==> src/inc/dcb_pkg.sv <==
// Purpose: shared types and constants of the command and bank logic
// Assumes: four banks, twelve address pins, x4 column layout
// Notes:   timer values count rising edges of the memory clock
package dcb_pkg;
    // Bank life cycle, Gray coded along idle, active, closing
    typedef enum logic [1:0]
    {
        BK_IDLE    = 2'b00,
        BK_ACTIVE  = 2'b01,
        BK_CLOSING = 2'b11
    } dcb_bank_st_t;

    // Command code is {ras, cas, we} with chip select low
    typedef enum logic [2:0]
    {
        CMD_MODE    = 3'h0,
        CMD_REFRESH = 3'h1,
        CMD_CLOSE   = 3'h2,
        CMD_OPEN    = 3'h3,
        CMD_WRITE   = 3'h4,
        CMD_READ    = 3'h5,
        CMD_STOP    = 3'h6,
        CMD_NOP     = 3'h7
    } dcb_cmd_t;

    typedef struct packed
    {
        logic        csN;
        logic        rasN;
        logic        casN;
        logic        weN;
        logic        cke;
        logic [1:0]  ba;
        logic [11:0] addr;
        logic        dm;
        logic [7:0]  dq;
    } dcb_pin_t;

    typedef struct packed
    {
        logic [7:0] rowOpen;
        logic [7:0] rowClose;
        logic [7:0] openToCol;
        logic [7:0] modeLoad;
    } dcb_timing_t;

    typedef struct packed
    {
        dcb_bank_st_t st;
        logic [11:0]  row;
        logic [7:0]   age;
        logic         autoPend;
    } dcb_bank_t;

    typedef struct packed
    {
        logic        valid;
        dcb_cmd_t    cmd;
        logic [1:0]  bank;
        logic [11:0] addr;
        logic        autoClose;
    } dcb_event_t;

    // Register offsets
    localparam logic [7:0] OFS_TIMING  = 8'h00;
    localparam logic [7:0] OFS_STATUS  = 8'h04;
    localparam logic [7:0] OFS_MODE    = 8'h08;
    localparam logic [7:0] OFS_REFRESH = 8'h0C;
    // Timer values after reset
    localparam dcb_timing_t TIMING_RST = 32'h0606_0302;
    // Address and field positions
    localparam int A_AUTO = 10;
    localparam int A_COLHI = 11;
    localparam int EXT_DLL = 0;
    localparam int EXT_DRIVE = 1;
    localparam int EXT_ISO = 2;
    localparam logic [1:0] BA_BASE = 2'h0;
    localparam logic [1:0] BA_EXT  = 2'h1;
    // Burst length codes and their length in clock cycles
    localparam logic [2:0] BL_2 = 3'h1;
    localparam logic [2:0] BL_4 = 3'h2;
    localparam logic [2:0] BL_8 = 3'h3;
    localparam logic [2:0] BLC_2 = 3'h1;
    localparam logic [2:0] BLC_4 = 3'h2;
    localparam logic [2:0] BLC_8 = 3'h4;
endpackage : dcb_pkg

==> src/core/dcb_cmd_bank.sv <==
// Purpose: command decoder and per-bank row state of a four-bank DRAM
// Assumes: memory clock is a pin sampled by clock; commands held
//          steady across each memory clock rising edge
// Notes:   all state lives in one struct, one comb and one ff process
//
// Functional notes
// [RULE_01] Chip select high ignored; low decodes ras/cas/we into eight commands.
// [RULE_02] Controller holds cke high except when entering self refresh.
// [RULE_03] Mode load writes address into base (bank 0) or extended (bank 1).
// [RULE_04] Row open takes bank and row, marks that bank's row open.
// [RULE_05] Column from A9..A0 plus A11; A10 requests auto-close for one access.
// [RULE_06] Close with A10 low closes one bank, A10 high closes all.
// [RULE_07] Refresh with cke high refreshes once, with cke low enters self refresh.
// [RULE_08] Refresh row and bank come from an internal counter.
// [RULE_09] Controller uses burst stop only on reads without auto-close.
// [RULE_10] Write elements with mask low are stored, mask high discarded.
// [RULE_11] Deselect and no-op start nothing and leave running work alone.
// [RULE_12] Controller loads modes only when idle, then waits mode-load delay.
// [RULE_13] Controller closes a row before opening another in that bank.
// [RULE_14] Auto-close closes the row at burst end, else row stays open.
// [RULE_15] Closed bank goes idle after row-close time; needs open before access.
// [RULE_16] Close to a bank idle or already closing acts as no-op.
// [RULE_17] Auto-close starts at the earliest legal explicit close point.
// [RULE_18] Controller waits row-close time after auto-close before that bank.
// [RULE_19] Early auto-close read holds close until burst done and open time met.
// [RULE_20] Any read accepted once the open-to-column delay has passed.
// [RULE_21] Extended mode holds DLL enable A0, drive strength A1, isolation A2.
// [RULE_22] Controller waits 200 cycles after DLL enable before reading.
// [RULE_23] Timing values are counters with software-set terminal counts.
`timescale 1ns/1ns
module dcb_cmd_bank
(
    // Clock and reset
    input  wire logic               clock,
    input  wire logic               rst_n,
    // Memory pins from the controller
    input  wire logic               memClk,
    input  wire dcb_pkg::dcb_pin_t  pinIn,
    // Register port
    input  wire logic [7:0]         regAddr,
    input  wire logic [31:0]        regWdata,
    input  wire logic               regWr,
    input  wire logic               regRd,
    output logic [31:0]             regRdata,
    // Decoded commands and bank view
    output dcb_pkg::dcb_event_t     cmdEvent,
    output logic [3:0]              bankOpen,
    output logic                    selfRefresh,
    output logic                    refreshPulse,
    output logic [13:0]             refreshAddr,
    // Array write port
    output logic                    memWrEn,
    output logic [7:0]              memWrData,
    // Module isolation open-drain pin
    output logic                    isoOut,
    output logic                    isoOe,
    // Extended mode fields
    output logic                    dllCtrl,
    output logic                    driveSel
);
    typedef struct packed
    {
        dcb_pkg::dcb_pin_t        pinS1;
        dcb_pkg::dcb_pin_t        pinS2;
        dcb_pkg::dcb_pin_t        pinPrev;
        logic [2:0]               ckS;
        dcb_pkg::dcb_bank_t [3:0] bank;
        logic [2:0]               burstCnt;
        logic [1:0]               burstBank;
        logic                     burstWrite;
        logic                     burstAuto;
        logic [11:0]              baseMode;
        logic [11:0]              extMode;
        logic [7:0]               mrdCnt;
        logic                     selfRef;
        logic [13:0]              refCnt;
        logic                     refPulse;
        dcb_pkg::dcb_timing_t     timing;
        logic                     memWrEn;
        logic [7:0]               memWrData;
        logic                     isoOe;
        dcb_pkg::dcb_event_t      evt;
        logic [31:0]              rdata;
    } dcb_state_t;

    dcb_state_t        s_r;
    dcb_state_t        s_nxt;
    logic              ckRise;
    logic              ckEdge;
    dcb_pkg::dcb_cmd_t cmdCode;
    logic              cmdLive;
    logic [2:0]        blCycles;
    logic [3:0]        colReady;
    logic [3:0]        closing;

    // Edge finding on the sampled memory clock, command seen before edge
    assign ckRise  = s_r.ckS[1] & ~s_r.ckS[2];
    assign ckEdge  = s_r.ckS[1] ^ s_r.ckS[2];
    assign cmdCode = dcb_pkg::dcb_cmd_t'({s_r.pinPrev.rasN,
                                          s_r.pinPrev.casN,
                                          s_r.pinPrev.weN});
    assign cmdLive = ckRise & ~s_r.pinPrev.csN & ~s_r.selfRef; // [RULE_01]

    // Burst length in memory clock cycles from the base mode
    always_comb
    begin
        case (s_r.baseMode[2:0])
            dcb_pkg::BL_4: blCycles = dcb_pkg::BLC_4;
            dcb_pkg::BL_8: blCycles = dcb_pkg::BLC_8;
            default:       blCycles = dcb_pkg::BLC_2;
        endcase
    end

    // Per-bank status views
    always_comb
    begin
        for (int b = 0; b < 4; b++)
        begin
            colReady[b] = (s_r.bank[b].st == dcb_pkg::BK_ACTIVE) &&
                (s_r.bank[b].age >= s_r.timing.openToCol); // [RULE_20]
            closing[b]  = (s_r.bank[b].st == dcb_pkg::BK_CLOSING);
        end
    end

    // Whole next state
    always_comb
    begin
        logic endNow;
        logic pend;
        s_nxt          = s_r;
        endNow         = 1'b0;
        pend           = 1'b0;
        // Two-stage sampling of every pin, memory clock included
        s_nxt.pinS1    = pinIn;
        s_nxt.pinS2    = s_r.pinS1;
        s_nxt.pinPrev  = s_r.pinS2;
        s_nxt.ckS      = {s_r.ckS[1:0], memClk};
        s_nxt.evt.valid = 1'b0;
        s_nxt.refPulse = 1'b0;
        s_nxt.memWrEn  = 1'b0;
        // Write data taken on both memory clock edges
        if (ckEdge && s_r.burstCnt != 3'h0 && s_r.burstWrite)
        begin
            s_nxt.memWrEn   = ~s_r.pinPrev.dm; // [RULE_10]
            s_nxt.memWrData = s_r.pinPrev.dq;
        end
        // Self refresh ends once cke is seen high again
        if (s_r.selfRef && s_r.pinPrev.cke)
            s_nxt.selfRef = 1'b0;
        if (ckRise)
        begin
            // Burst runs down regardless of idle commands
            if (s_r.burstCnt != 3'h0)
            begin
                s_nxt.burstCnt = s_r.burstCnt - 3'h1; // [RULE_11]
                endNow = (s_r.burstCnt == 3'h1) && s_r.burstAuto;
            end
            if (s_r.mrdCnt != 8'h00)
                s_nxt.mrdCnt = s_r.mrdCnt - 8'h01; // [RULE_23]
            // Bank timers; auto-close fires as soon as open time is met
            for (int b = 0; b < 4; b++)
            begin
                pend = s_r.bank[b].autoPend ||
                       (endNow && s_r.burstBank == 2'(b));
                case (s_r.bank[b].st)
                    dcb_pkg::BK_ACTIVE:
                    begin
                        if (s_r.bank[b].age != 8'hFF)
                            s_nxt.bank[b].age = s_r.bank[b].age + 8'h01;
                        s_nxt.bank[b].autoPend = pend;
                        // Age lags this rise by one, so count it too
                        if (pend && {1'b0, s_r.bank[b].age} + 9'h001 >=
                            {1'b0, s_r.timing.rowOpen}) // [RULE_17] [RULE_19]
                        begin
                            s_nxt.bank[b].st       = dcb_pkg::BK_CLOSING;
                            s_nxt.bank[b].age      = 8'h00; // [RULE_14]
                            s_nxt.bank[b].autoPend = 1'b0;
                        end
                    end
                    dcb_pkg::BK_CLOSING:
                    begin
                        s_nxt.bank[b].age = s_r.bank[b].age + 8'h01;
                        if (s_r.bank[b].age + 8'h01 >= s_r.timing.rowClose)
                            s_nxt.bank[b].st = dcb_pkg::BK_IDLE; // [RULE_15]
                    end
                    default:
                        s_nxt.bank[b].age = 8'h00;
                endcase
            end
        end
        // Command decode; deselect and no-op fall through untouched
        if (cmdLive)
        begin
            s_nxt.evt = '{valid: 1'b1, cmd: cmdCode,
                          bank: s_r.pinPrev.ba, addr: s_r.pinPrev.addr,
                          autoClose: 1'b0};
            case (cmdCode)
                dcb_pkg::CMD_OPEN:
                begin
                    if (s_r.bank[s_r.pinPrev.ba].st == dcb_pkg::BK_IDLE)
                    begin
                        s_nxt.bank[s_r.pinPrev.ba] = '{ // [RULE_04]
                            st: dcb_pkg::BK_ACTIVE,
                            row: s_r.pinPrev.addr,
                            age: 8'h00, autoPend: 1'b0};
                    end
                end
                dcb_pkg::CMD_READ,
                dcb_pkg::CMD_WRITE:
                begin
                    // Column is A9..A0 with A11 on top; A10 is auto-close
                    s_nxt.evt.addr = {1'b0, s_r.pinPrev.addr[dcb_pkg::A_COLHI],
                                      s_r.pinPrev.addr[9:0]}; // [RULE_05]
                    s_nxt.evt.autoClose =
                        s_r.pinPrev.addr[dcb_pkg::A_AUTO];
                    if (s_r.bank[s_r.pinPrev.ba].st == dcb_pkg::BK_ACTIVE)
                    begin
                        s_nxt.burstCnt   = blCycles;
                        s_nxt.burstBank  = s_r.pinPrev.ba;
                        s_nxt.burstWrite = (cmdCode == dcb_pkg::CMD_WRITE);
                        s_nxt.burstAuto  =
                            s_r.pinPrev.addr[dcb_pkg::A_AUTO]; // [RULE_05]
                    end
                end
                dcb_pkg::CMD_STOP:
                begin
                    // Only reads may be cut; a write burst keeps going
                    if (!s_r.burstWrite)
                        s_nxt.burstCnt = 3'h0; // [RULE_09]
                end
                dcb_pkg::CMD_CLOSE:
                begin
                    for (int b = 0; b < 4; b++)
                    begin
                        if ((s_r.pinPrev.addr[dcb_pkg::A_AUTO] ||
                             s_r.pinPrev.ba == 2'(b)) && // [RULE_06]
                            s_r.bank[b].st == dcb_pkg::BK_ACTIVE) // [RULE_16]
                        begin
                            s_nxt.bank[b].st       = dcb_pkg::BK_CLOSING;
                            s_nxt.bank[b].age      = 8'h00;
                            s_nxt.bank[b].autoPend = 1'b0;
                        end
                    end
                end
                dcb_pkg::CMD_REFRESH:
                begin
                    // Address pins play no part; the counter picks the row
                    s_nxt.evt.addr = 12'h000;
                    if (s_r.pinPrev.cke)
                    begin
                        s_nxt.refPulse = 1'b1; // [RULE_07]
                        s_nxt.refCnt   = s_r.refCnt + 14'h0001; // [RULE_08]
                    end
                    else
                        s_nxt.selfRef = 1'b1; // [RULE_07]
                end
                dcb_pkg::CMD_MODE:
                begin
                    if (s_r.pinPrev.ba == dcb_pkg::BA_BASE)
                        s_nxt.baseMode = s_r.pinPrev.addr; // [RULE_03]
                    else if (s_r.pinPrev.ba == dcb_pkg::BA_EXT)
                        s_nxt.extMode = s_r.pinPrev.addr; // [RULE_21]
                    s_nxt.mrdCnt = s_r.timing.modeLoad; // [RULE_23]
                end
                default: s_nxt.evt.valid = 1'b0; // [RULE_11]
            endcase
        end
        // Isolation pin pulled low during read bursts when enabled
        s_nxt.isoOe = s_r.extMode[dcb_pkg::EXT_ISO] &&
                      s_nxt.burstCnt != 3'h0 && !s_nxt.burstWrite;
        // Register port; read data stands one cycle only
        if (regWr && regAddr == dcb_pkg::OFS_TIMING)
            s_nxt.timing = regWdata; // [RULE_23]
        s_nxt.rdata = 32'h0000_0000;
        if (regRd)
        begin
            case (regAddr)
                dcb_pkg::OFS_TIMING: s_nxt.rdata = s_r.timing;
                dcb_pkg::OFS_STATUS:
                    s_nxt.rdata = {18'h00000, (s_r.mrdCnt != 8'h00),
                                   s_r.selfRef, colReady, closing,
                                   (colReady | {s_r.bank[3].st == dcb_pkg::BK_ACTIVE,
                                    s_r.bank[2].st == dcb_pkg::BK_ACTIVE,
                                    s_r.bank[1].st == dcb_pkg::BK_ACTIVE,
                                    s_r.bank[0].st == dcb_pkg::BK_ACTIVE})};
                dcb_pkg::OFS_MODE:
                    s_nxt.rdata = {4'h0, s_r.extMode, 4'h0, s_r.baseMode};
                dcb_pkg::OFS_REFRESH: s_nxt.rdata = {18'h00000, s_r.refCnt};
                default: s_nxt.rdata = 32'h0000_0000;
            endcase
        end
    end

    // State register; pins start deselected so reset is quiet
    always_ff @(posedge clock)
    begin
        if (!rst_n)
        begin
            s_r             <= '0;
            s_r.pinS1.csN   <= 1'b1;
            s_r.pinS2.csN   <= 1'b1;
            s_r.pinPrev.csN <= 1'b1;
            s_r.timing      <= dcb_pkg::TIMING_RST;
        end
        else
            s_r <= s_nxt;
    end

    // Outputs from the state register; isoOut tied low, bankOpen decoded from bank states
    assign regRdata     = s_r.rdata;
    assign cmdEvent     = s_r.evt;
    assign selfRefresh  = s_r.selfRef;
    assign refreshPulse = s_r.refPulse;
    assign refreshAddr  = s_r.refCnt;
    assign memWrEn      = s_r.memWrEn;
    assign memWrData    = s_r.memWrData;
    assign isoOut       = 1'b0;
    assign isoOe        = s_r.isoOe;
    assign dllCtrl      = s_r.extMode[dcb_pkg::EXT_DLL]; // [RULE_21]
    assign driveSel     = s_r.extMode[dcb_pkg::EXT_DRIVE];
    always_comb
    begin
        for (int b = 0; b < 4; b++)
            bankOpen[b] = (s_r.bank[b].st == dcb_pkg::BK_ACTIVE);
    end
endmodule : dcb_cmd_bank

==> config.mk <==
export PLATFORM = sky130hd
export DESIGN_NAME = dcb_cmd_bank
export DESIGN_NICKNAME = d
export VERILOG_FILES = /design/src/inc/dcb_pkg.sv /design/src/core/dcb_cmd_bank.sv
export SDC_FILE = /design/constraint.sdc
export NUM_CORES = 1
export LEC_CHECK = 0
export ABC_AREA = 1
export BUFFER_PORTS_ARGS = -buffer_cell sky130_fd_sc_hd__buf_2
export CAP_MARGIN = 15
export CORE_MARGIN = 3
export CORE_UTILIZATION = 28
export DETAILED_ROUTE_END_ITERATION = 10
export GPL_TIMING_DRIVEN = 0
export PLACE_DENSITY = 0.53
export REMOVE_ABC_BUFFERS = 1
export SYNTH_ARGS = -nofsm -noshare
export SYNTH_HDL_FRONTEND = slang
export SYNTH_SLANG_ARGS = --single-unit
==> constraint.sdc <==
create_clock -name clock -period 2.7 [get_ports clock]
set_clock_uncertainty 0.2 [all_clocks]
set_input_delay 0.135 -clock clock [delete_from_list [all_inputs] [get_ports clock]]
set_output_delay 0.135 -clock clock [all_outputs]
set_load 0.05 [all_outputs]
Word-level counts from Yosys, hierarchy flattened
Cells that the tools add are included.

storage, ports and cells
  RAM bits = 0
  latch bits = 0
  memories = 0
  input port bits = 73
  ROM bits = 0
  bits in registers = 327
  logic and storage cells = 264
  output and inout port bits = 84

cells by class
  add/subtract/negate cells = 11
  multiplexer cells = 79
  magnitude comparators = 14
  bitwise operators = 10
  divide/modulo/power cells = 0
  eq/ne operators = 31
  shifts and indexed selects = 0
  reduce and logical (&&, ||, !) cells = 52
  multipliers = 0

operators with widths
  operator             number
  $mux 147             1
  $pmux 32 s4          1
  $mux 12              8
  $bwmux 92            1
  $mux 92              1
  $mux 9               8
  $pmux 11 s2          3
  $ge 8x8->1           8
  $pmux 8 s2           4
  $mux 8               6
  $bmux 23 s2          1
  $demux 23 s2         1
  $mux 23              2
  $add 8x1->9 const B  4
  $ge 9x8->1           4
  $mux 11              3
  $add 8x1->8 const B  4
  $mux 32              1
  $ne 8x8->1 const B   4
  $mux 2               13
  $logic_and 1x1->1    24
  $pmux 12 s2          1
  $pmux 2 s2           5
  $pmux 9 s2           1
  35 further kinds     88

Longest topological paths before layout
Gate-level depths: netlist (run 1).

  depth in word-level cells = 17
  gate-level depth with buffers = 18
  mapped depth without buffers = 18

Worst setup path before layout (run 1)
No wires, ideal clock.

  path kind = reg-to-reg
  start point = register s_r[218] (netlist bit)
  end point = register s_r[220] (netlist bit)
  data arrival time = 2.330 ns
  cell stages (with the launch flop) = 14
  period minus slack after synthesis = 2.600 ns
  path buffers = 0
  slack = 0.100 ns
  library setup time = 0.070 ns
  cell sequence = dfxtp_1 ha_1 nand2_1 nor2_1 xor2_1 ha_1 a21o_1 nor2_1 nor2_1 nor2_1 nand3_1 a21oi_2 o21ai_0 a21oi_1

between the ends
  word-level cells in the longest chain between the ends = 10

RTL lines
  element                   RTL line             text
  start: declaration        dcb_cmd_bank.sv:86   dcb_state_t s_r;
  start signal: assignment  dcb_cmd_bank.sv:306  s_r <= s_nxt;
  $add 8x1->9               dcb_cmd_bank.sv:172  if (pend && {1'b0, s_r.bank[b].age} + 9'h001 >=
  $ge 9x8->1                dcb_cmd_bank.sv:172
  $logic_and 1x1->1         dcb_cmd_bank.sv:172
  $mux 9                    dcb_cmd_bank.sv:172
  $pmux 8 s2 (*)            dcb_cmd_bank.sv:165  case (s_r.bank[b].st)
  $mux 11 (*)               dcb_cmd_bank.sv:150  if (ckRise)
  $bwmux 92                 dcb_cmd_bank.sv:202  s_nxt.bank[s_r.pinPrev.ba] = '{
  $mux 92                   dcb_cmd_bank.sv:200  if (s_r.bank[s_r.pinPrev.ba].st == dcb_pkg::BK_IDLE)
  $pmux 11 s2               dcb_cmd_bank.sv:197  case (cmdCode)
  $mux 147 (*)              dcb_cmd_bank.sv:192  if (cmdLive)

Every way passes the cells marked *; elsewhere a longest branch is shown, timed or not.
A chain may end at the register's enable or synchronous reset.

Worst setup path after layout (run 1)
  start point = register s_r[195] (netlist bit)
  end point = register s_r[195] (netlist bit)

between the ends
  word-level cells in the longest chain between the ends = 10

RTL lines
  element            RTL line
  $add 8x1->9        dcb_cmd_bank.sv:172
  $ge 9x8->1         dcb_cmd_bank.sv:172
  $logic_and 1x1->1  dcb_cmd_bank.sv:172
  $mux 9             dcb_cmd_bank.sv:172
  $pmux 8 s2         dcb_cmd_bank.sv:165
  $mux 11 (*)        dcb_cmd_bank.sv:150
  $bwmux 92          dcb_cmd_bank.sv:202
  $mux 92            dcb_cmd_bank.sv:200
  $pmux 11 s2        dcb_cmd_bank.sv:197
  $mux 147 (*)       dcb_cmd_bank.sv:192

Marked as above.

==> results of run 1 <==
## sequential cells by signal, summed over array words and instances, names as in the netlist
signal,cells
isoOe,1
s_nxt,58
regRdata,32
cmdEvent,19
refreshAddr,14
memWrData,8
selfRefresh,1
dllCtrl,1
refreshPulse,1
s_r,139
memWrEn,1
driveSel,1
cmdCode,3
## power by group through the flow
stage,logic [mW],clock network (mW),registers [mW]
after floorplan,0.441,0,4.35
after CTS,0.884,4.79,4.27
after detailed placement,0.694,0,4.36
final,0.965,4.65,4.28
after global placement,0.675,0,4.36
after global routing,1.08,4.96,4.28
## critical path, cell delays in order, from the launching register on
cell and delay [ns]:
dfxtp_4 0.38, ha_4 0.16, nand2_4 0.06, nor2_4 0.10
nand2_2 0.06, o21ai_1 0.13, nand2_1 0.10, inv_2 0.11
ha_4 0.21, a21o_1 0.16, nand3_1 0.07, nand2_1 0.07
nor2_2 0.11, nand3_2 0.14, a21oi_4 0.28, buf_6 0.15
nand3_2 0.06, a21oi_2 0.10
## cells in the final DEF, fill, tap and decap left out, types with 16 or more instances in the layout
cell type / instances
nand2_1: 344
inv_1: 290
dfxtp_1: 264
a21oi_1: 176
nor2_1: 157
buf_2: 154
o21ai_0: 122
dlygate4sd3_1: 113
ha_1: 93
nand3_1: 48
buf_4: 43
clkbuf_16: 34
o21ai_1: 26
nor3_1: 23
nand2_2: 22
o2111ai_1: 21
nand4_1: 20
nand3_2: 16
## through the flow
| stage | total power, mW | hold WS [ns] | utilization, % |
|---|---|---|---|
| after floorplan | 4.79 | 0.0191 | - |
| after global placement | 5.04 | 0.116 | 30.3 |
| after detailed placement | 5.06 | 0.121 | 30.6 |
| after CTS | 9.95 | 0.00873 | 36.3 |
| after global routing | 10.3 | 0.0255 | 37.5 |
| final | 9.89 | 0.0322 | 37.5 |
## cell type report
| type | instances | area [sq um] |
|---|---|---|
| Timing Repair Buffer | 323 | 2460 |
| Fill cell | 5081 | 31000 |
| Clock inverter | 10 | 160 |
| Multi-Input combinational cell | 1226 | 7320 |
| Inverter | 313 | 1200 |
| Tap cell | 664 | 831 |
| Sequential cell | 279 | 5630 |
| Clock buffer | 48 | 983 |
| Timing Repair inverter | 1 | 5.00 |
## layer usage
layer  up-vias  part of all wire, %
met5         -                    0
met4         0                  2.6
met3        87                  6.0
met2       394                   46
met1      6262                   46
li1       6696                    -
## what timing repair did
item | in CTS | in global routing
gates resized for setup | 97 | 113
hold buffers | 114 | 0
cloned | 3 | 0
setup buffers | 26 | 23
pin swaps | 28 | 58
endpoints found under the setup margin | 151 | 65
hold endpoints to repair | 121 | 0
## worst paths after layout
| path | start | to | slack (ns) | cells after the start |
|---|---|---|---|---|
| max | s_r[195] | s_r[195] | -0.04 | 17 |
| min | regAddr[2] | regRdata[30] | 0.03 | 4 |
| max reg2reg | s_r[195] | s_r[195] | -0.04 | 17 |
| min reg2reg | s_r[251] | memWrEn | 0.19 | 1 |
## kinds of logic (layout without fill, tap and decap cells)
kind of cell               count (synthesis)  in the layout  synth area share, %
and+or+nand+nor                          684            685                 20.3
DFF                                      279            279                 39.3
AOI/OAI and AO/OA                        414            414                 16.1
buffers and inverters                    443            695                 13.7
other                                      1              1               0.0264
xor gates and xnor gates                  19             19                 1.17
adders and majority gates                107            107                 9.42
==> results.toml, run 1 <==
[outcome]
run_status = "finished, violations left"
violations = "setup timing"

[synthesis]
yosysMostFrequentCell = "nand2_1"
avgSynthCellArea_sq_um = 7.30
synth.top_cell.area_share_pct = 39.3
synth_common_cells = "nand2_1 (367), inv_1 (306), dfxtp_1 (279), a21oi_1 (186), nor2_1 (174)"
synth_edf_count = 0
synth_cell_types = 49
netlist_area_sq_mm = 0.0142
ys_seq_area_share_pct = 39.3
synth.area.top_cells = "dfxtp_1 (39%), nand2_1 (9.7%), ha_1 (9.4%)"
synth_top_area_cell = "dfxtp_1"
yosys_register_bits = 279
yosys_most_used_dff = "dfxtp_1"
yosysWarningCount = 0
synth-async-reset-ratio_pct = 0
synthCells = 1947

[cells_and_area]
syn2layout_area_growth_pct = 30.8
n_antenna_cell = 0
final_nets = 2358
stdcell_count = 2864
design_area_sq_mm = 0.0186
final_layout_size_suffix_gt1_share_pct = 19.5

[floorplan]
chipWidth_um = 231
fp.coreArea_sq_mm = 0.0496
dieHeight_um = 231
start_util_pct = 28.7
dieArea_sq_mm = 0.0535
io_pins = 157
std_cell_rows = 81

[sta]
setup_tns_ns = -0.176
grt_setup_unrepaired = "yes"
max_freq_mhz = 365
tightest_slew_ns = 0.964
period_share_pct = 102
timing.slew.headroom_pct = 35.4
slew_violations = 0
fin_ws_ns = -0.0409
setup_viol = 10
fin_crit_ns = 2.74
final-hold-violation-count = 0

[global_routing]
overflow = 0
grt_usage_pct = 16.9
grt_pass1_vias = 12700
grt_pass1_wl_um = 71400
busiest_layer = "met2"
grt_use_met1_pct = 22.7
antenna_found_initial = 0
grt_max_degree = 127
grtUsageMet3_pct = 2.95
grt_use_met2_pct = 27.9

[pwr]
p_comb_share_pct = 9.8
swShare_pct = 24.3
seqPwrFrac_pct = 43.2
p_leak_nw = 8.86
irDropWorstVdd_mv = 0.440
p_clk_share_pct = 47.0
p_sw_mw = 2.41
cellPowerDensity_mw_per_mm2 = 532
p_int_mw = 7.49

[cts]
cts_made_buffers = 34
cts_root_buf = "clkbuf_16"
htreeDepth = 2
path_clk_slew_ns = 0.06
clock_latency_ns = 0.55
clock-sinks = 279
clockBufferDepth = 3
cts_tree = "built"

[setup_path]
worstPathArrival_ns = 3.03
worstSetupPathType = "flip-flop to flip-flop"
start_kind = "flip-flop"
crit_path_max_fanout = 7
cp-end-kind = "flip-flop"
required_ns = 2.98

[place]
place.port_buffers = 155
place_ws_ns = -1.79
dp.cells = 2640
hpwl_um = 31600
gp_congestion = 0.905
place_area_sq_mm = 0.0152

[route]
vias = 13400
wl_um = 46500
drt_iter0_drc = 977
ant_nets = 0
first_pass_iters = 5
vias_per_cell = 4.69
wl_per_cell_um = 16.2
drc = 0

[flow_run]
cap_viol_max_count = 0

[worst_hold_path]
hold_class = "primary input to flip-flop"
(Power assumes the default switching activity.)
==> inputs of run 2 (changes only) <==
Settings changed: PLACE_DENSITY 0.53 to 0.51.
Clock period 2.7 ns to 2.6 ns, I/O delays scaled along.
==> run 2 against run 1 <==
Compared with the run above: the flow still finishes with violations (setup timing); die area stayed put; sequential cell count stayed put; hold slack worse by 0.021 ns; design area is 1.8% higher; critical endpoint is now s_r[170]; largest power group unchanged.
==> results.toml, run 2 (synthesized netlist as in run 1, its figures left out) <==
[outcome]
run_status = "finished, violations left"
violations = "setup timing"

[route]
vias_per_cell = 4.71
drc = 0
drt_iter0_drc = 960
vias = 13500
first_pass_iters = 5
wl_um = 47800
ant_nets = 0
wl_per_cell_um = 16.7

[worst_hold_path]
hold-path-cell-count = 4
hold_end = "s_r[251]"
min_from = "rst_n"
hold_class = "primary input to flip-flop"

[floorplan]
dieHeight_um = 231
io_pins = 157
dieArea_sq_mm = 0.0535
std_cell_rows = 81
start_util_pct = 28.7
fp.coreArea_sq_mm = 0.0496
chipWidth_um = 231

[flow_run]
cap_viol_max_count = 0

[sta]
tightest_slew_ns = 0.986
fin_crit_ns = 2.69
timing.slew.headroom_pct = 33.9
setup_viol = 28
setup_tns_ns = -0.905
fin_ws_ns = -0.0860
final-hold-violation-count = 0
whs_ns = 0.0108
max_freq_mhz = 372
period_share_pct = 103
slew_violations = 0
grt_setup_unrepaired = "yes"

[pwr]
p_leak_nw = 8.96
cellPowerDensity_mw_per_mm2 = 544
p_clk_share_pct = 46.6
irDropWorstVdd_mv = 0.433
swShare_pct = 25.2
p_int_mw = 7.70
p_sw_mw = 2.59
p_comb_share_pct = 10.3
seqPwrFrac_pct = 43.1

[setup_path]
crit_family = "simple AND/OR/NAND/NOR gates"
critical_path.max_stage_delay_ns = 0.39
cp-end-kind = "flip-flop"
worstSetupPathType = "flip-flop to flip-flop"
required_ns = 2.87
worstPathArrival_ns = 2.95
r2r_cells = 16
path_cells = "inv_4, nor3_4, nand2_2, nor2_4, nand2_4, xor2_4, ha_4, nand4_1, nor3_2, nand2_1, nand3_2, buf_6, nand3_1, nand3_1, nand2_1, a21oi_2"
critPathBufInv = 2
slowest_stage = "dfxtp_4"
r2r-end = "s_r[170]"
r2r_start = "s_r[150]"
start_kind = "flip-flop"
crit_path_max_fanout = 4
r2r_setup_slack_ns = -0.09

[cts]
htreeDepth = 2
clock-sinks = 279
cts_root_buf = "clkbuf_16"
clock_latency_ns = 0.56
cts_tree = "built"
path_clk_slew_ns = 0.06
cts_made_buffers = 34
clockBufferDepth = 3

[cells_and_area]
final_layout_size_suffix_gt1_share_pct = 21.7
mostFrequentLayoutCells = "nand2_1 (337), inv_1 (289), dfxtp_1 (265), a21oi_1 (168), nor2_1 (155)"
syn2layout_area_growth_pct = 33.2
largest_reg_flops = 139
n_antenna_cell = 0
final_nets = 2359
fin_util_pct = 38.2
top_register = "s_r"
layout_commonest_cell = "nand2_1"

[global_routing]
grt_pass1_vias = 12900
antenna_found_initial = 0
grt_use_met1_pct = 22.8
grt_pass1_wl_um = 72700
grt_use_met2_pct = 28.6
grt_usage_pct = 17.3
overflow = 0
grtUsageMet3_pct = 2.65
busiest_layer = "met2"
grt_max_degree = 94

[place]
hpwl_um = 31900
place.port_buffers = 155
place_ws_ns = -1.88
gp_congestion = 0.899
[run 2: changes by cell type in the layout (fill, tap and decap cells not counted), sizes merged]
cell and delta:
buf +6, bufbuf -1, bufinv -1, clkinv +5, clkinvlp -3, dlygate4sd3 -5
inv +2
[run 2: per-stage QoR]
step | total power [mW] | cells | area, sq um
after global placement | 5.23 | 2636 | 15000
after detailed placement | 5.25 | 2640 | 15100
after CTS | 10.3 | 2847 | 18000
after global routing | 10.7 | 2867 | 18900
after floorplan | 4.97 | 1817 | 13400
final | 10.3 | 2867 | 18900
[run 2: worst max path at each step]
stage	slack (ns)	cells after the start	from	end
2_1_floorplan	-1.09	11	s_r[242]	s_r[225]
3_3_place_gp	-4.20	5	rst_n	s_r[224]
3_5_place_dp	-1.88	9	s_r[242]	dllCtrl
4_1_cts	-0.11	14	s_r[151]	s_r[156]
5_1_grt	-0.24	14	s_r[150]	s_r[153]
6_report	-0.09	16	s_r[150]	s_r[170]
[run 2: layout make-up]
| class | instances | area, sq um |
|---|---|---|
| inverters | 313 | 1210 |
| fillers | 5119 | 30600 |
| well taps | 664 | 831 |
| repair buffers | 323 | 2470 |
| clock inverters | 12 | 139 |
| clock buffers | 48 | 983 |
| repair inverters | 2 | 13.8 |
| multi-input cells | 1226 | 7650 |
| flip-flops and latches | 279 | 5630 |
[run 2: power groups by stage]
stage / sequential, mW / clock (mW) / combinational (mW)
finish: 4.44 / 4.80 / 1.06
global route: 4.44 / 5.09 / 1.18
CTS: 4.43 / 4.91 / 0.924
detailed placement: 4.53 / 0 / 0.722
global placement: 4.53 / 0 / 0.706
floorplan: 4.52 / 0 / 0.458
[run 2: tightest hold or removal path: stages]
cell and delay (ns):
buf_6 0.17, buf_16 0.24, nand2_1 0.10, inv_1 0.03
[run 2: metal layers]
metal	wire (um)	vias to the layer above
li1	-	6680
met1	21000	6306
met2	22000	437
met3	3260	83
met4	1470	0
met5	0	-
[run 2: repair_timing]
action	4_1_cts	5_1_grt
hold endpoints to repair	151	0
gates resized for setup	114	166
setup endpoints to repair	151	58
setup buffers	35	21
pin swaps	41	85
gates cloned	2	1
hold buffers	110	0
==> inputs of run 3 (changes only) <==
Settings changed: ABC_AREA 1 to default.
Clock period 2.6 ns to 3.5 ns, I/O delays scaled along.
==> run 3 against run 2 <==
Compared with the run above: routed wire length shrank 11%; utilization shrank 3.8 points; the run now ends clean; synthesized cell count decreased by 20%; first-iteration DRC count fell by 28%; highest routed layer unchanged; global-route usage is 0.86 points lower; clock power is 26% lower; setup slack better by 0.26 ns; largest power group unchanged; via count is 15% lower; largest cell class unchanged.
==> results.toml, run 3 <==
[floorplan]
chipWidth_um = 227
std_cell_rows = 80
fp.coreArea_sq_mm = 0.0479
dieArea_sq_mm = 0.0514
io_pins = 157
start_util_pct = 28.4
dieHeight_um = 227

[sta]
tightest_slew_ns = 1.20
max_freq_mhz = 301
slew_violations = 0
final-hold-violation-count = 0
grt_setup_unrepaired = "no"
fin_ws_ns = 0.177
fin_crit_ns = 3.32
timing.slew.headroom_pct = 19.7
period_share_pct = 95.0
setup_viol = 0
setup_tns_ns = 0

[setup_path]
cp-end-kind = "flip-flop"
start_kind = "flip-flop"
required_ns = 3.78
worstSetupPathType = "flip-flop to flip-flop"
worstPathArrival_ns = 3.60
r2r_cells = 12
crit_path_max_fanout = 7

[global_routing]
grt_usage_pct = 16.4
grt_pass1_vias = 11200
grtUsageMet3_pct = 3.43
grt_max_degree = 90
overflow = 0
antenna_found_initial = 1
grt_use_met1_pct = 22.0
busiest_layer = "met2"
grt_use_met2_pct = 25.7
grt_pass1_wl_um = 65100

[cells_and_area]
syn2layout_area_growth_pct = 20.8
final_nets = 1860
layout_commonest_cell = "dfxtp_1"
mostFrequentLayoutCells = "dfxtp_1 (275), nand2_1 (189), buf_2 (156), a21oi_1 (115), nor2_1 (109)"
final_layout_size_suffix_gt1_share_pct = 16.9
top_register = "s_r"
largest_reg_flops = 139
n_antenna_cell = 0

[worst_hold_path]
hold-path-cell-count = 4
hold_class = "primary input to flip-flop"

[pwr]
irDropWorstVdd_mv = 0.297
p_leak_nw = 6.70
cellPowerDensity_mw_per_mm2 = 438

[synthesis]
avgSynthCellArea_sq_um = 8.78
yosysWarningCount = 0
synth-async-reset-ratio_pct = 0
netlist_area_sq_mm = 0.0136
synth_edf_count = 0
synth.top_cell.area_share_pct = 41.0
yosys_register_bits = 279
synth_cell_types = 78
synthCells = 1553
yosys_most_used_dff = "dfxtp_1"
synth_top_area_cell = "dfxtp_1"
synth_common_cells = "dfxtp_1 (279), nand2_1 (189), a21oi_1 (115), nor2_1 (112), ha_1 (107)"
synth.area.top_cells = "dfxtp_1 (41%), ha_1 (9.8%), nand2_1 (5.2%)"
yosysMostFrequentCell = "dfxtp_1"
ys_seq_area_share_pct = 41.0

[cts]
cts_made_buffers = 34
clockBufferDepth = 3
cts_root_buf = "clkbuf_16"
clock_latency_ns = 0.54
cts_tree = "built"
htreeDepth = 2
clock-sinks = 279
path_clk_slew_ns = 0.06

[place]
hpwl_um = 29900
gp_congestion = 0.883
place_ws_ns = -0.118
place.port_buffers = 155

[route]
wl_um = 42500
first_pass_iters = 5
vias_per_cell = 4.93
drt_iter0_drc = 688
wl_per_cell_um = 18.3
vias = 11400
drc = 0
ant_nets = 0

[outcome]
run_status = "completed"

[flow_run]
cap_viol_max_count = 0
[run 3: worst paths after layout]
path | from | end | slack (ns)
worst min-delay path | regAddr[5] | regRdata[12] | 0.09
worst max-delay path | s_r[172] | s_r[175] | 0.18
worst min register to register | s_r[251] | memWrEn | 0.20
worst max register to register | s_r[172] | s_r[175] | 0.18
[run 3: timing repair]
item | in CTS | in global routing
setup buffers | 1 | 2
endpoints found under the hold margin | 82 | 0
setup endpoints to repair | 32 | 30
pin swaps | 1 | 1
hold buffers | 74 | 0
resized for setup | 5 | 25
[run 3: power by group]
part	switching, mW	total (mW)	leakage (nW)	internal (mW)
registers	0.0459	3.28	2.27	3.23
clock network	1.44	3.55	0.569	2.11
logic	0.198	0.387	3.87	0.189
[run 3: metal layers]
metal,routed length (um),vias to the layer above
met2,18900,328
met5,0,-
met1,19300,5438
met3,2600,84
li1,-,5590
met4,1620,0
[run 3: worst max-delay path, cell delays in order, from the launching register on]
cell      delay [ns]
dfxtp_4         0.39
ha_2            0.20
and3_2          0.23
and2_1          0.19
xor2_2          0.22
ha_1            0.28
and3_1          0.21
a221oi_2        0.28
nand3_1         0.15
or2_4           0.28
a211oi_4        0.37
a21o_1          0.17
a22o_1          0.11
[run 3: metrics by stage]
stage	hold WS, ns	cell area [sq um]	cells	util, %	total power [mW]
after global routing	0.0922	16500	2321	34.4	7.51
after CTS	0.0584	16400	2319	34.1	7.33
final	0.0862	16500	2321	34.4	7.22
after global placement	0.168	14300	2172	29.8	3.65
after floorplan	0.0468	12700	1402	-	3.52
after detailed placement	0.170	14500	2182	30.2	3.67
[run 3: cell families after synthesis]
group / after synthesis / synth area share [%]
flip-flops: 279 / 41.0
adder cells (fa/ha/maj): 107 / 9.82
multiplexers: 29 / 2.36
buffers and inverters: 198 / 7.80
other: 1 / 0.0275
AO/OA/AOI/OAI: 341 / 16.1
AND/OR/NAND/NOR: 558 / 20.3
XOR/XNOR: 40 / 2.57
[run 3: layout make-up]
type	count	area, sq um
fillers	4907	31500
multi-input cells	1076	7120
flip-flops and latches	279	5590
repair buffers	242	1680
clock buffers	43	956
well taps	615	769
inverters	47	179
clock inverters	19	178
